File: src/logic/status_map_pkg.sv
/*
 * Constants and carrier types for the encoder status bit mapper.
 * Assumes a single 25 MHz clock domain shared by every user of the package.
 */
package status_map_pkg;

    localparam int          NUM_FLAGS            = 4;
    localparam int          FRAME_W              = 32;
    localparam int          SEL_POS_W            = 5;

    // Object indices and the selection register number
    localparam logic [15:0] IDX_OPT_STATUS       = 16'h5806;
    localparam logic [15:0] IDX_ENC_CONTROL      = 16'h5808;
    localparam logic [15:0] IDX_BIT_SELECTION    = 16'h5840;
    localparam logic [7:0]  SELECTION_REG_NUMBER = 8'h33;

    // Field layout of one selection byte and the control byte
    localparam int          SEL_POS_LSB          = 0;
    localparam int          SEL_CONTRIB_BIT      = 6;
    localparam int          SEL_EVAL_BIT         = 7;
    localparam int          HALT_BIT             = 7;
    localparam int          SEL_BYTE_W           = 8;

    localparam logic [7:0]  STATUS_READ_MASK     = 8'h3f;
    localparam logic [31:0] SEL_WRITE_MASK       = 32'hdfdfdfdf;

    // Values after reset
    localparam logic [7:0]  CONTROL_RESET        = 8'h00;
    localparam logic [31:0] SELECTION_RESET      = 32'h00000000;
    localparam logic [3:0]  FLAGS_RESET          = 4'h0;

    localparam int          ANSWER_LATENCY       = 1;

    typedef struct packed {
        logic        valid;
        logic        write;
        logic [15:0] index;
        logic [31:0] wdata;
    } obj_req_s;

    typedef struct packed {
        logic        valid;
        logic        error;
        logic [31:0] rdata;
    } obj_rsp_s;

endpackage

File: src/logic/diag_reporter.sv
/*
 * Builds the group diagnostic flag and the acyclic diagnostic request.
 * Assumes the status flags and enables are registers of the same clock.
 */
`timescale 1ns/1ps
`default_nettype none

module diag_reporter #(
    parameter int NUM_FLAGS = 4
) (
    input  wire logic                 clock_in,
    input  wire logic                 rst_n_in,
    input  wire logic [NUM_FLAGS-1:0] frame_status_flag_in,
    input  wire logic [NUM_FLAGS-1:0] group_diag_contrib_enable_in,
    input  wire logic [NUM_FLAGS-1:0] status_eval_enable_in,
    output logic                      group_diag_flag_out,
    output logic                      diag_msg_req_out
);

    logic armed;
    logic next_group_diag_flag;
    logic next_diag_msg_req;
    logic next_armed;
    logic reportable;

    always_comb begin
        next_group_diag_flag = |(frame_status_flag_in & group_diag_contrib_enable_in);
        // Only flags with evaluation enabled raise a message
        reportable        = |(frame_status_flag_in & group_diag_contrib_enable_in
                              & status_eval_enable_in);
        next_diag_msg_req = reportable && !armed;
        next_armed        = reportable;
    end

    always_ff @(posedge clock_in or negedge rst_n_in) begin
        if (!rst_n_in) begin
            group_diag_flag_out <= 1'b0;
            diag_msg_req_out    <= 1'b0;
            armed               <= 1'b0;
        end else begin
            group_diag_flag_out <= next_group_diag_flag;
            diag_msg_req_out    <= next_diag_msg_req;
            armed               <= next_armed;
        end
    end
endmodule

`default_nettype wire

File: src/logic/encoder_status_bit_mapper.sv
/*
 * Status extraction for an absolute encoder interface: object access to
 * the optional status byte, the encoder control byte and the status bit
 * selection register, plus the per-frame copy of selected bits into four
 * status flags and the group diagnostic.
 * Assumes object requests and frames are synchronous to clock_in; frames
 * that the reader delivers while encoder_run_out is low are dropped.
 */
`timescale 1ns/1ps
`default_nettype none

// Notes on behaviour
// - Status object returns process input byte 2 as unsigned byte, read only.
// - Bits 6 and 7 of the status object always read back as zero.
// - Control object is read/write, maps to control byte 0, acts at runtime.
// - Only control bit 7, the halt command, has any effect.
// - Mapping object reads and writes internal register 51, the 32-bit selection.
// - Four selected bits of each frame are copied to flags 0..3; byte n sets flag n.
// - Selection bits 4..0 give frame bit position 0..31; default 0.
// - Selection bit 7 enables diagnostic evaluation of that flag; default off.
// - Diagnostic bit 0 and group flag are OR of flag n AND its bit 6.
// - An enabled status condition can raise an acyclic diagnostic message.
// - Encoder reading stops while halt or bad parameter error is set.
// - Group flag is 1 when any enabled flag is active, else 0.
module encoder_status_bit_mapper
    import status_map_pkg::*;
#(
    parameter int NUM_FLAGS_P = status_map_pkg::NUM_FLAGS,
    parameter int FRAME_W_P   = status_map_pkg::FRAME_W
) (
    input  wire logic                         clock_in,
    input  wire logic                         rst_n_in,
    input  wire status_map_pkg::obj_req_s     obj_req_in,
    output status_map_pkg::obj_rsp_s          obj_rsp_out,
    input  wire logic                         frame_valid_in,
    input  wire logic [FRAME_W_P-1:0]         frame_data_in,
    input  wire logic                         bad_parameter_error_in,
    output logic                              encoder_run_out,
    output logic [7:0]                        status_byte_out,
    output logic                              group_diag_flag_out,
    output logic                              diag_bit0_out,
    output logic                              diag_msg_req_out
);
    import status_map_pkg::*;

    logic [7:0]             control;
    logic [31:0]            selection;
    logic [NUM_FLAGS_P-1:0] frame_status_flag;
    obj_rsp_s               rsp;
    logic                   run;

    logic [7:0]             next_control;
    logic [31:0]            next_selection;
    logic [NUM_FLAGS_P-1:0] next_frame_status_flag;
    obj_rsp_s               next_rsp;
    logic                   next_run;

    logic [NUM_FLAGS_P-1:0] picked;
    logic [NUM_FLAGS_P-1:0] group_diag_contrib_enable;
    logic [NUM_FLAGS_P-1:0] status_eval_enable;
    logic [7:0]             status_read_value;
    logic                   frame_take;

    // Per-flag bit selection
    genvar n;
    generate
        for (n = 0; n < NUM_FLAGS_P; n++) begin : g_flag
            frame_bit_picker #(
                .FRAME_W (FRAME_W_P),
                .POS_W   (SEL_POS_W)
            ) u_pick (
                .frame_in           (frame_data_in),
                .frame_bit_index_in (selection[n*SEL_BYTE_W+SEL_POS_LSB +: SEL_POS_W]),
                .picked_bit_out     (picked[n])
            );
            assign group_diag_contrib_enable[n] = selection[n*SEL_BYTE_W+SEL_CONTRIB_BIT];
            assign status_eval_enable[n]        = selection[n*SEL_BYTE_W+SEL_EVAL_BIT];
        end
    endgenerate

    // Frames arriving while stopped are stale and dropped
    assign frame_take = frame_valid_in && run;

    always_comb begin
        next_frame_status_flag = frame_status_flag;
        if (frame_take) begin
            next_frame_status_flag = picked;
        end
    end

    always_ff @(posedge clock_in or negedge rst_n_in) begin
        if (!rst_n_in) begin
            frame_status_flag <= FLAGS_RESET;
        end else begin
            frame_status_flag <= next_frame_status_flag;
        end
    end

    // Control and selection registers written through the object port
    always_comb begin
        next_control   = control;
        next_selection = selection;
        if (obj_req_in.valid && obj_req_in.write) begin
            if (obj_req_in.index == IDX_ENC_CONTROL) begin
                next_control = obj_req_in.wdata[7:0];
            end else if (obj_req_in.index == IDX_BIT_SELECTION) begin
                next_selection = obj_req_in.wdata & SEL_WRITE_MASK;
            end
        end
    end

    always_ff @(posedge clock_in or negedge rst_n_in) begin
        if (!rst_n_in) begin
            control   <= CONTROL_RESET;
            selection <= SELECTION_RESET;
        end else begin
            control   <= next_control;
            selection <= next_selection;
        end
    end

    // Halt and parameter error both stop the reader; other control bits do nothing
    always_comb begin
        next_run = !(control[HALT_BIT] || bad_parameter_error_in);
    end

    always_ff @(posedge clock_in or negedge rst_n_in) begin
        if (!rst_n_in) begin
            run <= 1'b0;
        end else begin
            run <= next_run;
        end
    end

    // Object answers, one cycle after the request
    always_comb begin
        status_read_value = {{(8-NUM_FLAGS_P){1'b0}}, frame_status_flag} & STATUS_READ_MASK;
        next_rsp          = '0;
        if (obj_req_in.valid) begin
            next_rsp.valid = 1'b1;
            if (obj_req_in.index == IDX_OPT_STATUS) begin
                // Read only: a write is answered with an error
                next_rsp.error = obj_req_in.write;
                next_rsp.rdata = obj_req_in.write ? 32'h00000000
                                                  : {24'h000000, status_read_value};
            end else if (obj_req_in.index == IDX_ENC_CONTROL) begin
                next_rsp.rdata = obj_req_in.write ? 32'h00000000 : {24'h000000, control};
            end else if (obj_req_in.index == IDX_BIT_SELECTION) begin
                next_rsp.rdata = obj_req_in.write ? 32'h00000000 : selection;
            end else begin
                next_rsp.error = 1'b1;
            end
        end
    end

    always_ff @(posedge clock_in or negedge rst_n_in) begin
        if (!rst_n_in) begin
            rsp <= '0;
        end else begin
            rsp <= next_rsp;
        end
    end

    always_ff @(posedge clock_in or negedge rst_n_in) begin
        if (!rst_n_in) begin
            status_byte_out <= 8'h00;
        end else begin
            status_byte_out <= {{(8-NUM_FLAGS_P){1'b0}}, next_frame_status_flag};
        end
    end

    diag_reporter #(
        .NUM_FLAGS (NUM_FLAGS_P)
    ) u_diag (
        .clock_in                     (clock_in),
        .rst_n_in                     (rst_n_in),
        .frame_status_flag_in         (frame_status_flag),
        .group_diag_contrib_enable_in (group_diag_contrib_enable),
        .status_eval_enable_in        (status_eval_enable),
        .group_diag_flag_out          (group_diag_flag_out),
        .diag_msg_req_out             (diag_msg_req_out)
    );

    // Diagnostic bit 0 carries the same value as the group flag
    assign diag_bit0_out   = group_diag_flag_out;
    assign encoder_run_out = run;
    assign obj_rsp_out     = rsp;

    for (genvar k = 0; k < NUM_FLAGS_P; k++) begin : g_copy_chk

    end
endmodule

`default_nettype wire

File: src/logic/frame_bit_picker.sv
/*
 * Picks one bit of a received encoder frame by its position.
 * Assumes the position is already limited to the frame width.
 */
`timescale 1ns/1ps
`default_nettype none

module frame_bit_picker #(
    parameter int FRAME_W = 32,
    parameter int POS_W   = 5
) (
    input  wire logic [FRAME_W-1:0] frame_in,
    input  wire logic [POS_W-1:0]   frame_bit_index_in,
    output logic                    picked_bit_out
);

    always_comb begin
        picked_bit_out = frame_in[frame_bit_index_in];
    end

endmodule

`default_nettype wire

File: config.mk
export PLATFORM = sky130hd
export DESIGN_NAME = encoder_status_bit_mapper
export DESIGN_NICKNAME = d
export VERILOG_FILES = /design/src/logic/status_map_pkg.sv /design/src/logic/diag_reporter.sv /design/src/logic/encoder_status_bit_mapper.sv /design/src/logic/frame_bit_picker.sv
export SDC_FILE = /design/constraint.sdc
export NUM_CORES = 1
export LEC_CHECK = 0
export BUFFER_PORTS_ARGS = -buffer_cell sky130_fd_sc_hd__buf_2
export CAP_MARGIN = 20
export CORE_UTILIZATION = 30
export DETAILED_ROUTE_END_ITERATION = 10
export SYNTH_ARGS = -nofsm -noshare
export SYNTH_HDL_FRONTEND = slang
export SYNTH_HIERARCHICAL = 1
export SYNTH_SLANG_ARGS = --single-unit
File: constraint.sdc
create_clock -name clock_in -period 1.78 [get_ports clock_in]
set_input_delay 0.356 -clock clock_in [delete_from_list [all_inputs] [get_ports clock_in]]
set_output_delay 0.356 -clock clock_in [all_outputs]
set_load 0.05 [all_outputs]
==> results of run 1 <==
worst paths after layout:
kind                                      endpoint  cells after the start  slack (ns)            from
max                             status_byte_out[3]                      8       -0.06   selection[25]
min                                obj_rsp_out[33]                      1        0.17  obj_req_in[49]
max reg2reg                     status_byte_out[3]                      8       -0.06   selection[25]
min reg2reg                u_diag/diag_msg_req_out                      1        0.41    u_diag/armed
max in group asynchronous            selection[25]                      3        0.76        rst_n_in
min in group asynchronous           obj_rsp_out[0]                      2        0.47        rst_n_in
cell usage in the layout, fill, tap and decap left out, drive strengths merged, types with 2 or more instances in the layout:
cell,netlist,layout
nor2,10,10
nor3,8,8
nand3,20,20
nand4,3,3
a21oi,19,19
inv,5,7
and2b,4,4
clkinv,0,3
a32oi,4,4
o31ai,4,4
mux2i,64,64
and2,25,25
nor2b,6,6
mux2,40,40
dfrtp,75,75
a311o,4,4
nand2,31,31
buf,20,169
nand4b,4,4
conb,1,7
nand2b,5,5
a211oi,4,4
clkbuf,2,11
a22oi,18,18
or4b,2,2
nor4b,3,3
through the flow:
| step | total power [mW] | worst slack (ns) | util |
|---|---|---|---|
| after global placement | 2.207 | -0.1078 | 0.3823 |
| after CTS | 3.975 | -0.03892 | 0.4068 |
| after detailed placement | 2.214 | -0.1553 | 0.3823 |
| final | 3.947 | -0.06276 | 0.4222 |
| after floorplan | 1.975 | -0.03836 | - |
| after global routing | 4.099 | -0.1646 | 0.4222 |
registers in the layout, summed over array words and instances (netlist names):
signal and cells:
encoder_run_out 1, control 8, u_diag/armed 1, obj_rsp_out 31
u_diag/diag_msg_req_out 1, selection 28, status_byte_out 4, u_diag/group_diag_flag_out 1
worst max-delay path, stage by stage (launching register included):
cell and delay [ns]:
dfrtp_1 0.39, buf_12 0.15, buf_8 0.14, mux2i_1 0.21, a22oi_1 0.15, nand3_1 0.10, nand2_1 0.05, a311o_1 0.27
mux2_2 0.26
kinds of logic (layout without fill, tap and decap cells):
group                  count (synthesis)  after routing  share of synthesized area
flip-flops                            75             75                     0.4264
buffers and inverters                 27            192                    0.05571
other                                  1              8                  0.0008519
multiplexers                         104            104                     0.2479
AO/OA/AOI/OAI                         58             58                    0.09409
AND/OR/NAND/NOR                      127            127                     0.1751
power by group:
group,total (mW),switching (mW),internal [mW]
Combinational,0.458,0.287,0.171
Sequential,1.75,0.0289,1.72
Clock,1.74,0.745,0.994
layout make-up:
| class | count | area share |
|---|---|---|
| Sequential cell | 75 | 0.3157 |
| Clock inverter | 6 | 0.007988 |
| Tap cell | 180 | 0.03784 |
| Multi-Input combinational cell | 296 | 0.4082 |
| Clock buffer | 10 | 0.04015 |
| Antenna cell | 1 | 0.0004204 |
| Timing Repair Buffer | 171 | 0.1865 |
| Inverter | 5 | 0.003153 |
per-layer routing:
layer | part of all wire | vias to the layer above | wire [um] | GRT usage
li1 | - | 1770 | - | -
met1 | 0.44 | 1838 | 5700 | 0.2175
met2 | 0.49 | 110 | 6326 | 0.2846
met3 | 0.051 | 24 | 661 | 0.04013
met4 | 0.023 | 0 | 305 | 0.06325
met5 | 0 | - | 0 | 0
synth_stat cells (2+ instances only):
master     n  area [um^2]
dfrtp_1   75         1877
mux2i_1   64        640.6
mux2_2    37        416.7
nand2_1   31        116.4
and2_1    25        156.4
a21oi_1   19        95.09
nand3_1   19        95.09
a22oi_1   18        135.1
nor2_1     9        33.78
buf_4      8        60.06
buf_6      6        67.56
nor2b_1    6        37.54
nor3_1     6        30.03
inv_1      5        18.77
nand2b_1   5        31.28
a211oi_1   4        30.03
a311o_1    4        40.04
a32oi_1    4        35.03
and2b_1    4        30.03
buf_12     4        80.08
nand4b_1   4        35.03
o31ai_1    4        30.03
mux2_1     3        33.78
nand4_1    3        18.77
clkbuf_2   2        10.01
nor3_4     2        32.53
nor4b_2    2        30.03
or4b_1     2        20.02
repair_timing:
item	CTS	global route
cloned	0	2
hold buffers	1	0
pin swaps	0	13
setup endpoints to repair	2	4
gates resized for setup	5	28
setup buffers	4	8
hold endpoints to repair	23	0
==> results.env, run 1 <==
CTS-ROOT-BUF='clkbuf_16'
FINAL_HOLD_VIOL_COUNT=0
PLACED_CELL_AREA_UM2=5389
CLOCKBUFFERDEPTH=2
TIMING.CLOCK.SKEW_NS=0.007927
SETUP-VIOLATIONS-FINAL=3
RUN_STATUS='finished with violations'
VIOLATIONS_IN_THE_FINAL_REPORTS='negative setup slack'
DRT-INITIAL-DRC-COUNT=186
AREA.GROWTH.SYNTH_TO_FINAL_PCT=35.22
FIN_HOLD_WS_NS=0.1729
PLACE_CONGESTION=0.8671
VDD_DROP_MAX_uV=348.3
SYNTH_CELLS=392
WORST_SETUP_PATH_END_KIND='flop'
PLACEMENT_ROWS=43
TIMING.FMAX_MHz=542.7
GRT_MAX_DEGREE=36
SYNTH_AREA_PER_CELL_UM2=11.23
WIRE_LENGTH_OF_THE_FIRST_GLOBAL_ROUTING_PASS_UM=19600
FINAL_LAYOUT_SIZE_SUFFIX_GT1_FRAC=0.4440
FLOORPLAN.DIE_AREA_UM2=15160
NUMCTSBUFFERS=9
TIMING.SETUP.CRITICAL_PATH_CLASS='reg2reg'
NETS_FINISH=644
VIAS_PER_CELL=5.030
YS_FF_LATCH=75
TIMING.CRITICAL_PATH.FANOUT_MAX=8
UNREPAIRED_SETUP_ENDPOINTS_AFTER_GLOBAL_ROUTING='true'
DIE_H_UM=123.1
TRITONCTS='built'
FIRST_GLOBAL_VIAS=3828
SETUP.WORST_PATH.START_CLASS='flop'
PORT_BUFFERS=121
YOSYSSEQAREASHARE=0.4264
DETAILED_ROUTING_ITERATION_COUNT_FOR_THE_PRE_ANTENNA_REPAIR_PASS=5
IO_PINS=132
TIMING.CRITICAL_PATH.ARRIVAL_NS=2.06
START_UTIL=0.3123
CLOCK_INSERTION_DELAY_WORST_SKEW_NS=0.34
FINAL-INSTANCE-COUNT-EXCL-FILL=744
GROUTE.USAGE.OVERALL=0.1719
FINALWIRELENGTH_UM=12990
MULTI_INPUT_AREA_UM2=2430
FILLER_CELL_COUNT=1368
NUMBER_OF_DISTINCT_STANDARD_CELLS_REFERENCED_BY_THE_SYNTHESIZED_NETLIST=45
SLEW_VIOLATIONS=0
FINAL.MIN_CLOCK_PERIOD_NS=1.843
SYNTH_ENABLE_FLOP_CELLS=0
NUMCLOCKSINKS=75
SETUP_SLACK_NS=-0.06276
POWER.DENSITY_CELL_AREA_nW_PER_UM2=663.1
FOOTPRINT_OF_THE_FLIP_FLOPS_AND_LATCHES_UM2=1879
SYNTH_FF_TYPE='dfrtp_1'
MIN_PERIOD_OVER_PERIOD=1.035
DETAIL-ROUTE-ANTENNA-NETS=0
GRT_ANTENNA_BEFORE_REPAIR=1
MAXCAPVIOLCOUNT=0
TIMING.SETUP.TNS_NS=-0.1105
SYNTHARSTFLOPSHARE=1.000
DR_TOTAL_VIAS=3742
HTREEDEPTH=3
NETLIST_AREA_UM2=4402
OVERFLOW=0
LAYOUT_CELL_AREA_EXCL_FILL_UM2=5952
HOLD_PATH.CLASS='in2reg'
ROUTED_WIRE_LENGTH_PER_INSTANCE_UM=17.47
CORE_REGION_AREA_UM2=14100
TIMING.CRITICAL_PATH.REQUIRED_NS=2.00
PLACED_CELLS=712
POWER.STATIC_LEAKAGE_nW=2.749
FP.DIEW_UM=123.1
SYNTH-WARNING-COUNT=6
DP_HPWL_UM=9798
CLK_TRANSITION_REPORTED_PATHS_NS=0.07
DRC=0
No activity file was read; power rests on OpenSTA's default activity.
==> run 2: changes to the inputs <==
CORE_ASPECT_RATIO = 2   (was unset)
==> run 2 against run 1 <==
The flow still finishes with violations (negative setup slack). Clock skew down 0.0015 ns. Maximum frequency fell by 0.18%. Sequential power about the same. Global-route usage rose by 0.79 points. Non-clock buffer count increased by 14. Die area increased by 0.19%. Sequential share of layout area decreased by 1.0 points. Critical endpoint is now status_byte_out[0]. Largest power group is now the clock network. Highest routed layer unchanged.
==> results.env, run 2 (synthesis results as in run 1) <==
FINAL_HOLD_VIOL_COUNT=0  # unchanged
FLOORPLAN.DIE_AREA_UM2=15190  # was 15160 um^2
FINALWIRELENGTH_UM=13750  # was 12990 um
SETUP_SLACK_NS=-0.06616  # was -0.06276 ns
HTREEDEPTH=3  # unchanged
VDD_DROP_MAX_uV=473.4  # was 348.3 uV
POWER_FRAC_COMB=0.120  # was 0.116
CRIT_FAMILY='flip-flops'  # was multiplexers
SETUP.REG_TO_REG.WORST_SLACK_NS=-0.07  # was -0.06 ns
CLK_TRANSITION_REPORTED_PATHS_NS=0.06  # was 0.07 ns
R2R_END='status_byte_out[0]'  # was status_byte_out[3]
GROUTE.USAGE.OVERALL=0.1798  # was 0.1719
PLACEMENT_ROWS=62  # was 43
CRITICAL_PATH.MAX_STAGE_DELAY_NS=0.45  # was 0.39 ns
TRITONCTS='built'  # unchanged
FILLER_CELL_COUNT=1363  # was 1368
POWER.DENSITY_CELL_AREA_nW_PER_UM2=660.8  # was 663.1 nW/um^2
NUMCLOCKSINKS=75  # unchanged
NETS_FINISH=658  # was 644
INTERNAL_CELL_POWER_mW=3.035  # was 2.887 mW
R2R.WORST_PATH.CELLS=8  # unchanged
FINAL-INSTANCE-COUNT-EXCL-FILL=769  # was 744
SLOWEST_CELL_ON_THE_CRITICAL_PATH='dfrtp_2'  # was dfrtp_1
GRT_ANTENNA_BEFORE_REPAIR=0  # was 1
SETUP-VIOLATIONS-FINAL=4  # was 3
CRIT_PATH_CELL_TRACE='buf_12 > buf_12 > mux2i_2 > a22oi_1 > nand4b_1 > a21oi_1 > a311o_1 > mux2_4'  # was buf_12 > buf_8 > mux2i_1 > a22oi_1 > nand3_1 > nand2_1 > a311o_1 > mux2_2
PWR-SHARE-SEQ=0.431  # was 0.444
CLKPWRFRAC=0.449  # was 0.440
SETUP.WORST_PATH.START_CLASS='flop'  # unchanged
DRC=0  # unchanged
PLACE_CONGESTION=0.9009  # was 0.8671
IO_PINS=132  # unchanged
POWER.SWITCHING_mW=1.030  # was 1.060 mW
CLOCK_INSERTION_DELAY_WORST_SKEW_NS=0.33  # was 0.34 ns
FIN_HOLD_WS_NS=0.1630  # was 0.1729 ns
TIMING.SETUP.TNS_NS=-0.2324  # was -0.1105 ns
WORST_SETUP_PATH_END_KIND='flop'  # unchanged
GRT_MAX_DEGREE=36  # unchanged
TOTAL_POWER_mW=4.065  # was 3.947 mW
DETAILED_ROUTING_ITERATION_COUNT_FOR_THE_PRE_ANTENNA_REPAIR_PASS=4  # was 5
TIMING.CLOCK.SKEW_NS=0.006395  # was 0.007927 ns
PORT_BUFFERS=121  # unchanged
MOST_COMMON_LIBRARY_CELL_IN_THE_LAYOUT_IGNORING_FILL_AND_TAPS='buf_2'  # unchanged
UNREPAIRED_SETUP_ENDPOINTS_AFTER_GLOBAL_ROUTING='true'  # unchanged
SLEW_VIOLATIONS=0  # unchanged
TIMING.CRITICAL_PATH.ARRIVAL_NS=2.06  # about the same
AREA.GROWTH.SYNTH_TO_FINAL_PCT=39.74  # was 35.22%
MIN_PERIOD_OVER_PERIOD=1.037  # was 1.035
CRIT-REG2REG-LAUNCH='selection[1]'  # was selection[25]
TIMING.CRITICAL_PATH.FANOUT_MAX=5  # was 8
CP.BUFFERS_INVERTERS=2  # unchanged
SOURCE_OF_THE_WORST_HOLD_TIMING_PATH='bad_parameter_error_in'  # was obj_req_in[49]
CORE_REGION_AREA_UM2=14350  # was 14100 um^2
TIMING.SETUP.CRITICAL_PATH_CLASS='reg2reg'  # unchanged
PLACED_CELL_AREA_UM2=5477  # was 5389 um^2
FP.DIEW_UM=87.65  # was 123.1 um
DP_WORST_SETUP_SLACK_NS=-0.1799  # was -0.1553 ns
PATH_DEPTH=8  # unchanged
DP_HPWL_UM=10500  # was 9798 um
DRT-INITIAL-DRC-COUNT=118  # was 186
FINISH.UTILIZATION=0.4286  # was 0.4222
LARGEST_REGISTER_FF_COUNT=31  # unchanged
ROUTED_WIRE_LENGTH_PER_INSTANCE_UM=17.88  # was 17.47 um
MAXCAPVIOLCOUNT=0  # unchanged
CTS-ROOT-BUF='clkbuf_16'  # unchanged
CRITPATHMOSTFREQUENTCELL='buf_12'
FINAL_LAYOUT_SIZE_SUFFIX_GT1_FRAC=0.4541  # was 0.4440
TIMING.CRITICAL_PATH.REQUIRED_NS=2.00  # about the same
TIMING.FMAX_MHz=541.7  # was 542.7 MHz
CP-STARTPOINT='selection[1]'  # was selection[25]
LAYOUT_CELL_AREA_EXCL_FILL_UM2=6151  # was 5952 um^2
HOLD_PATH.CLASS='in2reg'  # unchanged
FIRST_GLOBAL_VIAS=3753  # was 3828
DETAIL-ROUTE-ANTENNA-NETS=0  # unchanged
OVERFLOW=0  # unchanged
RUN_STATUS='finished with violations'  # unchanged
CRIT_PATH_END='status_byte_out[0]'  # was status_byte_out[3]
WIRE_LENGTH_OF_THE_FIRST_GLOBAL_ROUTING_PASS_UM=20070  # was 19600 um
DR_TOTAL_VIAS=3810  # was 3742
SWSHARE=0.2533  # was 0.2686
POWER.STATIC_LEAKAGE_nW=2.851  # was 2.749 nW
PLACED_CELLS=732  # was 712
HIGHEST_COUNT_CELLS_IN_THE_LAYOUT_IGNORING_FILL_AND_TAPS='buf_2 (120), dfrtp_1 (72), mux2i_1 (55)'  # was buf_2 (121), dfrtp_1 (73), mux2i_1 (56)
DIE_H_UM=173.3  # was 123.1 um
START_UTIL=0.3067  # was 0.3123
NUMCTSBUFFERS=9  # unchanged
VIOLATIONS_IN_THE_FINAL_REPORTS='negative setup slack'  # unchanged
VIAS_PER_CELL=4.954  # was 5.030
N_ANTENNA_CELL=0  # was 1
FINAL.MIN_CLOCK_PERIOD_NS=1.846  # was 1.843 ns
CLOCKBUFFERDEPTH=2  # unchanged
==> run 2: cell types whose count changed in the layout (fill, tap and decap cells not counted), sizes merged <==
cell    before  now
clkinv       3    1
bufinv       0    1
buf        169  179
clkbuf      11   16
diode        1    0
==> run 2: power groups by stage <==
stage | clock network (mW) | logic, mW | registers (mW)
2_1_floorplan | 0 | 0.145 | 1.83
3_3_place_gp | 0 | 0.459 | 1.78
3_5_place_dp | 0 | 0.463 | 1.78
4_1_cts | 1.88 | 0.468 | 1.75
5_1_grt | 1.94 | 0.518 | 1.75
6_report | 1.83 | 0.486 | 1.75
==> run 2: per-layer routing <==
layer  vias up  share of wire  global-route usage  routed length [um]
li1       1793              -                   -                   -
met3        34          0.039             0.02667                 537
met5         -              0                   0                   0
met2       136           0.57              0.3402                7857
met4         0          0.044              0.1004                 606
met1      1847           0.35              0.1789                4748
==> run 2: repair_timing <==
action,4_1_cts,5_1_grt
pin swaps,0,14
buffers inserted,0,15
resized for setup,2,24
hold endpoints to repair,23,0
setup endpoints to repair,1,4
hold buffers,1,0
gates cloned,0,5
==> run 2: worst min-delay path by stage <==
stage / to / slack (ns) / cells after the start
detailed placement: obj_rsp_out[24] / 0.30 / 1
CTS: encoder_run_out / 0.15 / 2
global route: encoder_run_out / 0.16 / 2
finish: encoder_run_out / 0.16 / 2
floorplan: control[0] / 0.06 / 0
global placement: obj_rsp_out[24] / 0.29 / 1
==> run 2: layout make-up <==
type | instances | area, um^2 | share of cell area
multi-input combinational | 296 | 2415 | 0.3926
sequential | 75 | 1881 | 0.3057
timing repair buffer | 185 | 1294 | 0.2103
clock buffer | 11 | 242.7 | 0.03946
tap | 192 | 240.2 | 0.03906
clock inverter | 5 | 60.06 | 0.009764
inverter | 5 | 18.77 | 0.003051
==> run 2: worst reg2reg max path, stage by stage (launching register included) <==
cell,delay [ns]
dfrtp_2,0.45
buf_12,0.15
buf_12,0.12
mux2i_2,0.18
a22oi_1,0.11
nand4b_1,0.11
a21oi_1,0.04
a311o_1,0.29
mux2_4,0.27
==> run 3: changes to the inputs <==
GPL_TIMING_DRIVEN = 1   (was unset)
SYNTH_HIERARCHICAL = unset   (was 1)
clock period = 2.4 ns   (was 1.78 ns; I/O delays follow)
==> run 3 against run 2 <==
The run ends with design-rule violations left. Routed wire length shrank 11%. Final cell count down 15%. Register-to-register slack improved by 0.58 ns. Total power decreased by 26%. Worst hold slack got worse by 0.018 ns. Clock power shrank 23%. Count of clock-buffer cells in the layout stayed put. Global-route usage grew 0.078 points. Combinational power shrank 40%.
==> results.env, run 3 <==
CLK_TRANSITION_REPORTED_PATHS_NS=0.06  # about the same
N_ANTENNA_CELL=0  # unchanged
DETAILED_ROUTING_ITERATION_COUNT_FOR_THE_PRE_ANTENNA_REPAIR_PASS=9  # was 4
TRITONCTS='built'  # unchanged
FINISH.UTILIZATION=0.3895  # was 0.4286
GROUTE.USAGE.OVERALL=0.1806  # was 0.1798
TIMING.CRITICAL_PATH.ARRIVAL_NS=2.13  # was 2.06 ns
CTS_RESIZED=0  # was 2
FP.DIEW_UM=84.50  # was 87.65 um
TIMING.SETUP.CRITICAL_PATH_CLASS='in2reg'  # was reg2reg
TIMING.CRITICAL_PATH.REQUIRED_NS=2.62  # was 2.00 ns
VIAS_PER_CELL=5.120  # was 4.954
MIN_PERIOD_OVER_PERIOD=0.7946
TIMING.CRITICAL_PATH.FANOUT_MAX=8  # was 5
VIOLATIONS_IN_THE_FINAL_REPORTS='design-rule violations'  # was negative setup slack
TIMING.SETUP.TNS_NS=0  # was -0.2324 ns
DRC=7  # was 0
MAXCAPVIOLCOUNT=0  # unchanged
FLOORPLAN.DIE_AREA_UM2=14110  # was 15190 um^2
NETLIST_AREA_UM2=4084  # was 4402 um^2
DP_HPWL_UM=9683  # was 10500 um
SYNTH_CELLS=363  # was 392
SETUP-VIOLATIONS-FINAL=0  # was 4
TOP_POST_SYNTHESIS_CELLS_BY_COUNT='dfrtp_1 (75), mux2i_1 (56), nand2_1 (26), mux2_1 (24), and2_1 (21)'  # was dfrtp_1 (75), mux2i_1 (64), mux2_2 (37), nand2_1 (31), and2_1 (25)
START_UTIL=0.3056  # was 0.3067
CTS_POST_SETUP_BUFFERS_INSERTED=0  # unchanged
CLOCKBUFFERDEPTH=2  # unchanged
TIMING.CLOCK.SKEW_NS=0.009262  # was 0.006395 ns
TIMING.FMAX_MHz=524.4
SYNTH-WARNING-COUNT=0  # was 6
TIGHTEST_SLEW_NS=0.6942
UNREPAIRED_SETUP_ENDPOINTS_AFTER_GLOBAL_ROUTING='false'  # was true
PLACEMENT_ROWS=60  # was 62
FILLER_CELL_COUNT=1374  # was 1363
AREA.GROWTH.SYNTH_TO_FINAL_PCT=27.45  # was 39.74%
CLOCK_INSERTION_DELAY_WORST_SKEW_NS=0.34  # was 0.33 ns
MOST_COMMON_LIBRARY_CELL_IN_THE_LAYOUT_IGNORING_FILL_AND_TAPS='buf_2'  # unchanged
SYNTHARSTFLOPSHARE=1.000  # unchanged
DR_TOTAL_VIAS=3338  # was 3810
FIRST_GLOBAL_VIAS=3604  # was 3753
FINAL_HOLD_VIOL_COUNT=0  # unchanged
FINAL.MIN_CLOCK_PERIOD_NS=1.907
NUMCTSBUFFERS=9  # unchanged
PLACE_CONGESTION=0.9141  # was 0.9009
MULTI_INPUT_AREA_UM2=2076  # was 2415 um^2
DETAIL-ROUTE-ANTENNA-NETS=0  # unchanged
POST-SYNTH-TOP-COUNT-CELL='dfrtp_1'  # unchanged
LARGEST_REGISTER_FF_COUNT=31  # unchanged
POWER.STATIC_LEAKAGE_nW=2.456  # was 2.851 nW
POWER.DENSITY_CELL_AREA_nW_PER_UM2=576.6  # was 660.8 nW/um^2
CRIT_PATH_CELL_TRACE='buf_2 > nor4bb_1 > nand2_1 > nor3_1 > nand3_1 > mux2_2'  # was buf_12 > buf_12 > mux2i_2 > a22oi_1 > nand4b_1 > a21oi_1 > a311o_1 > mux2_4
WIRE_LENGTH_OF_THE_FIRST_GLOBAL_ROUTING_PASS_UM=19240  # was 20070 um
TIMING.SLEW.HEADROOM=0.5372
NETS_FINISH=578  # was 658
SLOWEST_CELL_ON_THE_CRITICAL_PATH='mux2_2'  # was dfrtp_2
SETUP.WORST_PATH.START_CLASS='input port'  # was flop
WORST_SETUP_PATH_END_KIND='flop'  # unchanged
HIGHEST_COUNT_CELLS_IN_THE_LAYOUT_IGNORING_FILL_AND_TAPS='buf_2 (120), dfrtp_1 (75), mux2i_1 (56)'  # was buf_2 (120), dfrtp_1 (72), mux2i_1 (55)
DP_WORST_SETUP_SLACK_NS=0.1477  # was -0.1799 ns
SETUP_SLACK_NS=0.4929  # was -0.06616 ns
POST_SYNTH_MAIN_AREA_CONTRIBUTORS='dfrtp_1 (46%), mux2i_1 (14%), mux2_1 (6.6%)'  # was dfrtp_1 (43%), mux2i_1 (15%), mux2_2 (9.5%)
FINALWIRELENGTH_UM=12260  # was 13750 um
VDD_DROP_MAX_uV=281.1  # was 473.4 uV
DIE_H_UM=167  # was 173.3 um
SYNTH_FF_TYPE='dfrtp_1'  # unchanged
CRIT-REG2REG-LAUNCH='selection[16]'  # was selection[1]
NUMCLOCKSINKS=75  # unchanged
FOOTPRINT_OF_THE_FLIP_FLOPS_AND_LATCHES_UM2=1877  # was 1881 um^2
DRT-INITIAL-DRC-COUNT=148  # was 118
R2R_END='status_byte_out[2]'  # was status_byte_out[0]
YOSYSSEQAREASHARE=0.4596  # was 0.4264
CORE_REGION_AREA_UM2=13360  # was 14350 um^2
CP-STARTPOINT='obj_req_in[42]'  # was selection[1]
GRT_MAX_DEGREE=47  # was 36
HOLD_PATH.CLASS='in2async'  # was in2reg
CRITICAL_PATH.MAX_STAGE_DELAY_NS=0.40  # was 0.45 ns
YS_FF_LATCH=75  # unchanged
SLEW_VIOLATIONS=0  # unchanged
HTREEDEPTH=3  # unchanged
SETUP.REG_TO_REG.WORST_SLACK_NS=0.51  # was -0.07 ns
SYNTH_ENABLE_FLOP_CELLS=0  # unchanged
SYNTH.LARGEST_AREA_CELL='dfrtp_1'  # unchanged
NUMBER_OF_DISTINCT_STANDARD_CELLS_REFERENCED_BY_THE_SYNTHESIZED_NETLIST=42  # was 45
R2R.WORST_PATH.CELLS=5  # was 8
RUN_STATUS='finished with violations'  # unchanged
IO_PINS=132  # unchanged
GRT_ANTENNA_BEFORE_REPAIR=0  # unchanged
ROUTED_WIRE_LENGTH_PER_INSTANCE_UM=18.81  # was 17.88 um
SYNTH_AREA_PER_CELL_UM2=11.25  # was 11.23 um^2
CTS_HOLD_REPAIR.BUFFERS=0  # was 1
CTS-ROOT-BUF='clkbuf_16'  # unchanged
SYNTH_LARGEST_TYPE_AREA_FRACTION=0.4596  # was 0.4264
OVERFLOW=0  # unchanged
PORT_BUFFERS=121  # unchanged
FINAL_LAYOUT_SIZE_SUFFIX_GT1_FRAC=0.3481  # was 0.4541
[run 3: power breakdown]
part / total [mW] / internal [mW] / switching [mW]
clock: 1.41 / 0.866 / 0.546
sequential: 1.30 / 1.28 / 0.0200
combinational: 0.294 / 0.0981 / 0.196
[run 3: cell families after synthesis]
family | Yosys count | share of synthesized area
buffers and inverters | 26 | 0.03921
muxes | 96 | 0.2475
DFF | 75 | 0.4596
AOI/OAI and AO/OA | 58 | 0.1078
and+or+nand+nor | 107 | 0.1449
other | 1 | 0.0009182
[run 3: worst max-delay path: cells and delay by family]
kind	cells	cell delay [ns]
multiplexers	1	0.40
buffers and inverters	1	0.10
AND/OR/NAND/NOR	4	1.15
[run 3: cell type report]
cell class	count	area share
Clock inverter	5	0.01154
Timing Repair Buffer	134	0.1404
Sequential cell	75	0.3606
Clock buffer	11	0.04856
Inverter	4	0.002885
Multi-Input combinational cell	268	0.3988
Tap cell	155	0.03726
[run 3: worst max path at each step]
stage | slack, ns | end
global placement | 0.16 | control[4]
global route | 0.28 | control[6]
detailed placement | 0.15 | control[5]
CTS | 0.50 | control[5]
floorplan | 0.36 | selection[0]
finish | 0.49 | control[5]
[run 3: through the flow]
stage | cell area, um^2 | instances | hold slack [ns] | total power [mW]
after floorplan | 4106 | 369 | 0.1844 | 1.446
after global placement | 4892 | 636 | 0.3852 | 1.613
after detailed placement | 4892 | 636 | 0.4121 | 1.615
after CTS | 5205 | 652 | 0.1634 | 3.038
after global routing | 5205 | 652 | 0.1985 | 3.096
final | 5205 | 652 | 0.1451 | 3.001
[run 3: layer usage]
metal | routed length (um) | share of wire | vias up | GRT usage
met2 | 6701 | 0.55 | 123 | 0.3340
met3 | 549 | 0.045 | 24 | 0.02577
li1 | - | - | 1586 | -
met4 | 520 | 0.042 | 0 | 0.09948
met1 | 4492 | 0.37 | 1605 | 0.1927
met5 | 0 | 0 | - | 0
